`src/include/ocmc_map.svh`:
```
// register map, field positions, reset values and level codes of the output mute control
//
// What this block does
// RULE_01 - two-bit chan4 silenced level, resets to one
// RULE_02 - level picks drive state, enable decides mute
// RULE_03 - software should program chan4 level to three
// RULE_04 - diff: bypass, powerdown to common-mode, force high
// RULE_05 - diff code three: positive to rail, negative ground
// RULE_06 - cmos: bypass, n low, p low, both low
// RULE_07 - eight-bit mute enable register, all ones reset
// RULE_08 - enabled channel disabled while selected source invalid
// RULE_09 - disabled bit keeps channel running regardless
// RULE_10 - muted channel resumes when source valid again
`ifndef OCMC_MAP_SVH
`define OCMC_MAP_SVH

// -----------------------------------------------------------------
// register indices (byte address is four times the index)
// -----------------------------------------------------------------
`define OCMC_IDX_LEVEL 8'h15
`define OCMC_IDX_MUTE_EN 8'h16
`define OCMC_IDX_CTRL 8'h20
`define OCMC_IDX_STATUS 8'h21

// -----------------------------------------------------------------
// field positions
// -----------------------------------------------------------------
`define OCMC_LVL_LSB 0
`define OCMC_LVL_MSB 1
`define OCMC_CTRL_CMOS_BIT 0
`define OCMC_STAT_VALID_BIT 0
`define OCMC_STAT_SIL_LSB 8
`define OCMC_STAT_SIL_MSB 15

// -----------------------------------------------------------------
// reset values
// -----------------------------------------------------------------
`define OCMC_RST_MUTE_EN 8'hff
`define OCMC_RST_LEVEL 2'h1
`define OCMC_RST_CMOS 1'h0
`define OCMC_RECOMMENDED_LEVEL 2'h3

// -----------------------------------------------------------------
// silenced level codes
// -----------------------------------------------------------------
`define OCMC_LVL_BYPASS 2'h0
`define OCMC_LVL_CODE1 2'h1
`define OCMC_LVL_CODE2 2'h2
`define OCMC_LVL_CODE3 2'h3

// -----------------------------------------------------------------
// bus constants
// -----------------------------------------------------------------
`define OCMC_HTRANS_NONSEQ 2'h2
`define OCMC_HTRANS_SEQ 2'h3
`define OCMC_HSIZE_WORD 3'h2

`endif

```
`src/include/ocmc_pkg.sv`:
```
// types shared by the output mute control design files
`default_nettype none

package ocmc_pkg;

  // output driver mode of channel 4
  typedef enum logic {
    OCMC_MODE_DIFF,
    OCMC_MODE_CMOS
  } ocmc_mode_t;

  // channel 4 driver controls; all zero means normal operation
  typedef struct packed {
    logic diff_pwrdn;
    logic diff_force_hi;
    logic diff_rail_split;
    logic cmos_p_low;
    logic cmos_n_low;
  } ocmc_drv_t;

  // captured address phase of an ahb transfer
  typedef struct packed {
    logic valid;
    logic write;
    logic [7:0] idx;
  } ocmc_req_t;

endpackage

`default_nettype wire

```
`src/rtl/ocmc_chan4_drive.sv`:
```
// channel 4 silenced drive decoder
`timescale 1ns/100ps
`default_nettype none
`include "ocmc_map.svh"

module ocmc_chan4_drive (
  // mute state
  input wire logic silenced,
  input wire ocmc_pkg::ocmc_mode_t mode,
  input wire logic [1:0] level,
  // driver controls
  output ocmc_pkg::ocmc_drv_t drv
);

  always_comb begin
    drv = '0;
    // level only shapes the driver; it never starts a mute on its own
    if (silenced) begin // RULE_02
      if (mode == ocmc_pkg::OCMC_MODE_DIFF) begin
        case (level) // RULE_04
          `OCMC_LVL_BYPASS: drv = '0;
          `OCMC_LVL_CODE1: drv.diff_pwrdn = 1'b1;
          `OCMC_LVL_CODE2: drv.diff_force_hi = 1'b1;
          `OCMC_LVL_CODE3: drv.diff_rail_split = 1'b1; // RULE_05
          default: drv = '0;
        endcase
      end else begin
        case (level) // RULE_06
          `OCMC_LVL_BYPASS: drv = '0;
          `OCMC_LVL_CODE1: drv.cmos_n_low = 1'b1;
          `OCMC_LVL_CODE2: drv.cmos_p_low = 1'b1;
          `OCMC_LVL_CODE3: begin
            drv.cmos_p_low = 1'b1;
            drv.cmos_n_low = 1'b1;
          end
          default: drv = '0;
        endcase
      end
    end
  end

endmodule

`default_nettype wire

```
`src/rtl/ocmc_top.sv`:
```
// output channel mute control: ahb-lite registers, source sync and mute outputs
`timescale 1ns/100ps
`default_nettype none
`include "ocmc_map.svh"

module ocmc_top #(
  parameter int NUM_CHAN = 8
) (
  // clock and reset
  input wire logic hclk,
  input wire logic hresetn,
  // ahb-lite slave
  input wire logic hsel,
  input wire logic [31:0] haddr,
  input wire logic [1:0] htrans,
  input wire logic hwrite,
  input wire logic [2:0] hsize,
  input wire logic [31:0] hwdata,
  input wire logic hready,
  output logic hreadyout,
  output logic hresp,
  output logic [31:0] hrdata,
  // selected input clock source validity from the detector
  input wire logic src_valid,
  // per-channel mute outputs, one means the channel is disabled
  output logic [NUM_CHAN-1:0] chan_silenced,
  // channel 4 driver controls while silenced
  output ocmc_pkg::ocmc_drv_t chan4_drv
);

  // -----------------------------------------------------------------
  // source validity synchroniser
  // -----------------------------------------------------------------
  logic sv_meta_ff;
  logic sv_sync_ff;
  logic nxt_sv_meta;
  logic nxt_sv_sync;

  // the detector may run from another clock, so two stages before use
  always_comb begin
    nxt_sv_meta = src_valid;
    nxt_sv_sync = sv_meta_ff;
  end

  always_ff @(posedge hclk or negedge hresetn) begin
    if (!hresetn) begin
      sv_meta_ff <= 1'b0;
      sv_sync_ff <= 1'b0;
    end else begin
      sv_meta_ff <= nxt_sv_meta;
      sv_sync_ff <= nxt_sv_sync;
    end
  end

  // -----------------------------------------------------------------
  // ahb-lite address phase capture
  // -----------------------------------------------------------------
  ocmc_pkg::ocmc_req_t req_ff;
  ocmc_pkg::ocmc_req_t nxt_req;
  logic addr_take;
  logic addr_hit;

  // only whole-word accesses inside the low 1 KB window are decoded
  assign addr_hit = (haddr[31:10] == 22'h0) && (haddr[1:0] == 2'b00) && (hsize == `OCMC_HSIZE_WORD);
  assign addr_take = hsel && hready && ((htrans == `OCMC_HTRANS_NONSEQ) || (htrans == `OCMC_HTRANS_SEQ));

  always_comb begin
    nxt_req = req_ff;
    if (hready) begin
      nxt_req.valid = addr_take && addr_hit;
      nxt_req.write = hwrite;
      nxt_req.idx = haddr[9:2];
    end
  end

  always_ff @(posedge hclk or negedge hresetn) begin
    if (!hresetn) begin
      req_ff <= '0;
    end else begin
      req_ff <= nxt_req;
    end
  end

  // -----------------------------------------------------------------
  // register index decode
  // -----------------------------------------------------------------
  localparam int SEL_LEVEL = 0;
  localparam int SEL_MUTE_EN = 1;
  localparam int SEL_CTRL = 2;
  localparam int SEL_STATUS = 3;

  // one decoder for both paths, so a write and a read of one index can
  // never disagree about which register they reach
  function automatic logic [3:0] reg_sel(input logic [7:0] idx);
    logic [3:0] sel;
    sel = 4'h0;
    case (idx)
      `OCMC_IDX_LEVEL: sel[SEL_LEVEL] = 1'b1;
      `OCMC_IDX_MUTE_EN: sel[SEL_MUTE_EN] = 1'b1;
      `OCMC_IDX_CTRL: sel[SEL_CTRL] = 1'b1;
      `OCMC_IDX_STATUS: sel[SEL_STATUS] = 1'b1;
      default: sel = 4'h0;
    endcase
    return sel;
  endfunction

  // -----------------------------------------------------------------
  // control registers
  // -----------------------------------------------------------------
  logic [NUM_CHAN-1:0] mute_en_ff;
  logic [1:0] level_ff;
  ocmc_pkg::ocmc_mode_t mode_ff;
  logic [NUM_CHAN-1:0] nxt_mute_en;
  logic [1:0] nxt_level;
  ocmc_pkg::ocmc_mode_t nxt_mode;
  logic wr_commit;
  logic [3:0] wr_sel;

  // writes land at the end of the data phase; the slave never stalls
  assign wr_commit = req_ff.valid && req_ff.write;
  assign wr_sel = reg_sel(req_ff.idx);

  // status is read-only: a write to its index changes nothing
  always_comb begin
    nxt_mute_en = mute_en_ff;
    nxt_level = level_ff;
    nxt_mode = mode_ff;
    if (wr_commit && wr_sel[SEL_MUTE_EN]) begin
      nxt_mute_en = hwdata[NUM_CHAN-1:0]; // RULE_07
    end
    if (wr_commit && wr_sel[SEL_LEVEL]) begin
      nxt_level = hwdata[`OCMC_LVL_MSB:`OCMC_LVL_LSB]; // RULE_01
    end
    if (wr_commit && wr_sel[SEL_CTRL]) begin
      nxt_mode = hwdata[`OCMC_CTRL_CMOS_BIT] ? ocmc_pkg::OCMC_MODE_CMOS : ocmc_pkg::OCMC_MODE_DIFF;
    end
  end

  always_ff @(posedge hclk or negedge hresetn) begin
    if (!hresetn) begin
      mute_en_ff <= NUM_CHAN'(`OCMC_RST_MUTE_EN); // RULE_07
      level_ff <= `OCMC_RST_LEVEL; // RULE_01
      mode_ff <= ocmc_pkg::OCMC_MODE_DIFF;
    end else begin
      mute_en_ff <= nxt_mute_en;
      level_ff <= nxt_level;
      mode_ff <= nxt_mode;
    end
  end

  // -----------------------------------------------------------------
  // mute decision per channel
  // -----------------------------------------------------------------
  logic [NUM_CHAN-1:0] nxt_silenced;

  // purely combinational on the synced validity: a channel comes back on
  // its own as soon as the source is reported good again
  for (genvar ch = 0; ch < NUM_CHAN; ch++) begin : g_chan
    assign nxt_silenced[ch] = mute_en_ff[ch] && !sv_sync_ff; // RULE_08 RULE_09 RULE_10
  end

  // -----------------------------------------------------------------
  // channel 4 driver decode
  // -----------------------------------------------------------------
  ocmc_pkg::ocmc_drv_t nxt_chan4_drv;

  ocmc_chan4_drive u_chan4_drive (
    .silenced(nxt_silenced[4]),
    .mode(mode_ff),
    .level(level_ff),
    .drv(nxt_chan4_drv)
  );

  // -----------------------------------------------------------------
  // read data
  // -----------------------------------------------------------------
  logic [31:0] nxt_hrdata;
  logic [31:0] rd_word;
  logic [3:0] rd_sel;

  assign rd_sel = reg_sel(haddr[9:2]);

  // reads sample the next-state values so a read straight after a write
  // to the same register already returns the new contents
  always_comb begin
    rd_word = 32'h0000_0000;
    if (rd_sel[SEL_MUTE_EN]) begin
      rd_word[NUM_CHAN-1:0] = nxt_mute_en;
    end
    if (rd_sel[SEL_LEVEL]) begin
      rd_word[`OCMC_LVL_MSB:`OCMC_LVL_LSB] = nxt_level;
    end
    if (rd_sel[SEL_CTRL]) begin
      rd_word[`OCMC_CTRL_CMOS_BIT] = (nxt_mode == ocmc_pkg::OCMC_MODE_CMOS);
    end
    if (rd_sel[SEL_STATUS]) begin
      rd_word[`OCMC_STAT_VALID_BIT] = sv_sync_ff;
      rd_word[`OCMC_STAT_SIL_MSB:`OCMC_STAT_SIL_LSB] = chan_silenced;
    end
  end

  always_comb begin
    nxt_hrdata = hrdata;
    if (hready) begin
      nxt_hrdata = (addr_take && addr_hit && !hwrite) ? rd_word : 32'h0000_0000;
    end
  end

  // -----------------------------------------------------------------
  // bus response
  // -----------------------------------------------------------------
  logic nxt_hreadyout;
  logic nxt_hresp;

  // zero wait states and never an error: unmapped or odd-sized accesses
  // still complete okay, so a stray access cannot hang the bus
  always_comb begin
    nxt_hreadyout = 1'b1;
    nxt_hresp = 1'b0;
  end

  // -----------------------------------------------------------------
  // output registers
  // -----------------------------------------------------------------
  always_ff @(posedge hclk or negedge hresetn) begin
    if (!hresetn) begin
      hrdata <= 32'h0000_0000;
      hreadyout <= 1'b1;
      hresp <= 1'b0;
      chan_silenced <= '0;
      chan4_drv <= '0;
    end else begin
      hrdata <= nxt_hrdata;
      hreadyout <= nxt_hreadyout;
      hresp <= nxt_hresp;
      chan_silenced <= nxt_silenced; // RULE_08 RULE_09
      chan4_drv <= nxt_chan4_drv; // RULE_02
    end
  end

endmodule

`default_nettype wire

```
`config.mk`:
```
export PLATFORM = sky130hd
export DESIGN_NAME = ocmc_top
export DESIGN_NICKNAME = d
export VERILOG_FILES = /design/src/include/ocmc_pkg.sv /design/src/rtl/ocmc_chan4_drive.sv /design/src/rtl/ocmc_top.sv
export VERILOG_INCLUDE_DIRS = /design/src /design/src/include
export SDC_FILE = /design/constraint.sdc
export NUM_CORES = 1
export LEC_CHECK = 0
export BUFFER_PORTS_ARGS = -buffer_cell sky130_fd_sc_hd__buf_2
export CAP_MARGIN = 15
export CORE_MARGIN = 4
export CORE_UTILIZATION = 46
export CTS_BUF_LIST = sky130_fd_sc_hd__clkbuf_2 sky130_fd_sc_hd__clkbuf_4 sky130_fd_sc_hd__clkbuf_8
export CTS_CLUSTER_SIZE = 28
export DETAILED_ROUTE_END_ITERATION = 8
export PLACE_DENSITY_LB_ADDON = 0.08
export SLEW_MARGIN = 20
export SYNTH_ARGS = -nofsm -noshare
export SYNTH_HDL_FRONTEND = slang
export SYNTH_SLANG_ARGS = --single-unit
```
`constraint.sdc`:
```
create_clock -name hclk -period 2.63 [get_ports hclk]
set_input_delay 0.3945 -clock hclk [delete_from_list [all_inputs] [get_ports hclk]]
set_output_delay 0.3945 -clock hclk [all_outputs]
set_load 0.02 [all_outputs]
```
==> flow_metrics.py <==
metrics = {
    "outcome": {
        "run_status": "finished, final reports clean",
    },
    "yosys": {
        "post_synth.cell_area_avg_um2": 13.64,
        "synthArstFlopShare": 1.000,
        "ys.flop_type": "dfrtp_1",
        "synth_warnings": 0,
        "ys_seq_area_frac": 0.5761,
        "syn_inst": 167,
        "syn-cell-area_um2": 2278,
        "synth_edf_count": 0,
        "synth.distinct_cells": 41,
        "ys_ff_latch": 52,
    },
    "layout": {
        "fin_nets": 324,
        "area_growth_syn_to_layout_pct": 22.79,
        "drive_gt1_frac": 0.4960,
        "layout.cells.non_filler": 317,
        "antenna_cells": 0,
        "fill_cells": 412,
        "multiInputGateArea_um2": 865.8,
        "final_util": 0.5884,
        "ff_latch_area_um2": 1313,
    },
    "detailed_routing": {
        "drt_first_iter_violations": 61,
        "ant_nets": 0,
        "dr_total_vias": 1588,
        "drc_errors": 0,
        "routedWlPerCell_um": 13.79,
        "wirelength_um": 4371,
        "dr.pass1.iters": 4,
        "vias_per_cell": 5.009,
    },
    "sta": {
        "final-hold-violation-count": 0,
        "fin_crit_sh": 0.7546,
        "finalCriticalPeriod_ns": 1.985,
        "fmax_mhz": 503.9,
        "max_slew.worst_pin.slew_ns": 0.6250,
        "setup_viol": 0,
        "fin_setup_tns_ns": 0,
        "relSlewSlack": 0.5833,
        "final.setup_skew_ns": 0.01162,
        "rsz0062_at_grt": "no",
        "slew_viol_final": 0,
    },
    "worst_setup_path": {
        "end_kind": "flip-flop",
        "timing.rr.start": "req_ff[6]$_DFFE_PN0P_",
        "startpoint_type": "flip-flop",
        "ff2ff_path_depth": 6,
        "r2r-end": "hrdata[1]$_DFFE_PN0P_",
        "rrSetupSlack_ns": 0.65,
        "cp.required_ns": 2.82,
        "path_max_fanout": 9,
        "critPathKind": "flip-flop to flip-flop",
        "critPathArrivalTime_ns": 2.18,
    },
    "placed_design": {
        "port_buffers": 78,
        "dp.cells": 309,
        "dp.final_hpwl_um": 3443,
        "gp_congestion": 0.7068,
    },
    "min_path": {
        "holdCritPathClass": "input pin to asynchronous set/reset pin",
    },
    "clock_network": {
        "clockBufferDepth": 2,
        "tritoncts": "yes",
        "cts_resized": 0,
        "cts_root_buf": "clkbuf_8",
        "hold_buffers": 0,
        "insertion_delay_ns": 0.30,
        "cts_sinks": 52,
        "clkTransAtPathRegs_ns": 0.10,
        "cts_setup_buffers": 0,
        "cts_buffers": 5,
        "htreeDepth": 2,
    },
    "floorplan": {
        "die_h_um": 78.38,
        "start_util": 0.4792,
        "fp-row-count": 25,
        "die-area_um2": 6143,
        "core_area_um2": 4755,
        "io_pins": 122,
        "die_w_um": 78.38,
    },
    "grt": {
        "first_global_vias": 1519,
        "grt_max_degree": 53,
        "grt_usage": 0.1453,
        "overflow": 0,
        "grt_pass1_wl_um": 7051,
        "grt_antenna_before_repair": 0,
    },
    "power_and_ir_drop": {
        "p_total_mw": 1.502,
        "p_per_area_nw_per_um2": 536.9,
        "p_leak_nw": 1.398,
        "ir_worst_vdd_mv": 0.2423,
    },
    "run": {
        "maxCapViolations": 0,
    },
}
==> cells by family (layout without fill, tap and decap cells) <==
family / after synthesis / count (layout) / share of synthesized area
buffers and inverters: 24 / 91 / 0.07029
other: 2 / 18 / 0.003296
flip-flops: 52 / 52 / 0.5761
AND/OR/NAND/NOR: 47 / 47 / 0.1642
multiplexers: 21 / 21 / 0.1049
AO/OA/AOI/OAI: 21 / 21 / 0.08128
==> state kept, by name, indices dropped and copies added, names as in the netlist <==
register       cells
hrdata            16
req_ff            10
chan_silenced      8
mute_en_ff         8
chan4_drv          5
level_ff           2
mode_ff            1
nxt_sv_sync        1
sv_sync_ff         1
==> layout by cell type (no fill, tap or decap), types with 2 or more instances in the layout <==
cell      instances
nor4_1            7
or3_1             2
conb_1           18
buf_2            78
nand3_1           2
a22o_1           10
dfstp_2           9
nor4b_1           3
a32o_1            6
and3_1            2
nor2b_1           8
buf_4             3
and2_1            2
mux2_2           19
nor4_4            2
nand2_1           2
nand4b_1          2
dfrtp_1          43
clkbuf_8          5
nor4bb_1          2
nand2b_1          2
==> per-stage QoR <==
stage          instance area (um^2)  hold WS (ns)  setup WS (ns)
3_3_place_gp                   2683        0.3347         0.5724
5_1_grt                        2798        0.1896         0.5322
2_1_floorplan                  2338       0.09891         0.6307
3_5_place_dp                   2683        0.3402         0.5599
4_1_cts                        2798        0.1978         0.6269
6_report                       2798        0.1911         0.6453
==> report_power, final <==
part / total, mW / leakage [nW] / internal, mW / switching (mW)
combinational: 0.122 / 0.677 / 0.0520 / 0.0704
clock: 0.547 / 0.0548 / 0.287 / 0.260
sequential: 0.833 / 0.667 / 0.817 / 0.0159
total: 1.50 / 1.40 / 1.16 / 0.346
==> final cells by class <==
type,count,share of cell area
Tap cell,67,0.02996
Inverter,2,0.002683
Timing Repair Buffer,81,0.1476
Sequential cell,52,0.4691
Clock buffer,5,0.02460
Clock inverter,3,0.01655
Multi-Input combinational cell,107,0.3095
==> critical path, cell delays in order (launching register included) <==
cell	delay (ns)
dfrtp_1	0.39
nand4bb_4	0.26
nor4_4	0.26
buf_4	0.22
mux2_2	0.36
a22o_1	0.20
a22o_1	0.19
==> synth_stat cells, types with 2 or more instances <==
cell,instances,share of area
dfrtp_1,43,0.47
mux2_2,19,0.094
buf_4,18,0.059
a22o_1,10,0.038
dfstp_2,9,0.10
nor2b_1,8,0.022
nor4_1,7,0.019
a32o_1,6,0.026
nor4b_1,3,0.012
and2_1,2,0.0055
and3_1,2,0.0055
buf_2,2,0.0044
clkbuf_1,2,0.0033
conb_1,2,0.0033
nand2_1,2,0.0033
nand2b_1,2,0.0055
nand3_1,2,0.0044
nand4b_1,2,0.0077
nor4_4,2,0.019
nor4bb_1,2,0.0088
or3_1,2,0.0055
==> how the worst max path moves through the flow <==
stage | start | to | slack, ns | cells past startpoint
2_1_floorplan | req_ff[6]$_DFFE_PN0P_ | hrdata[1]$_DFFE_PN0P_ | 0.63 | 5
3_3_place_gp | hready | hrdata[11]$_DFFE_PN0P_ | 0.57 | 6
3_5_place_dp | hready | hrdata[13]$_DFFE_PN0P_ | 0.56 | 6
4_1_cts | req_ff[6]$_DFFE_PN0P_ | hrdata[1]$_DFFE_PN0P_ | 0.63 | 6
5_1_grt | req_ff[6]$_DFFE_PN0P_ | hrdata[1]$_DFFE_PN0P_ | 0.53 | 6
6_report | req_ff[6]$_DFFE_PN0P_ | hrdata[1]$_DFFE_PN0P_ | 0.65 | 6
==> layer usage <==
metal | share of wire | vias to the layer above | routed length, um | track usage
li1 | - | 753 | - | -
met1 | 0.43 | 758 | 1898 | 0.1911
met2 | 0.47 | 73 | 2068 | 0.2372
met3 | 0.086 | 4 | 377 | 0.04243
met4 | 0.0062 | 0 | 27 | 0.03671
met5 | 0 | - | 0 | 0
No activity file was read; power rests on OpenSTA's default activity.
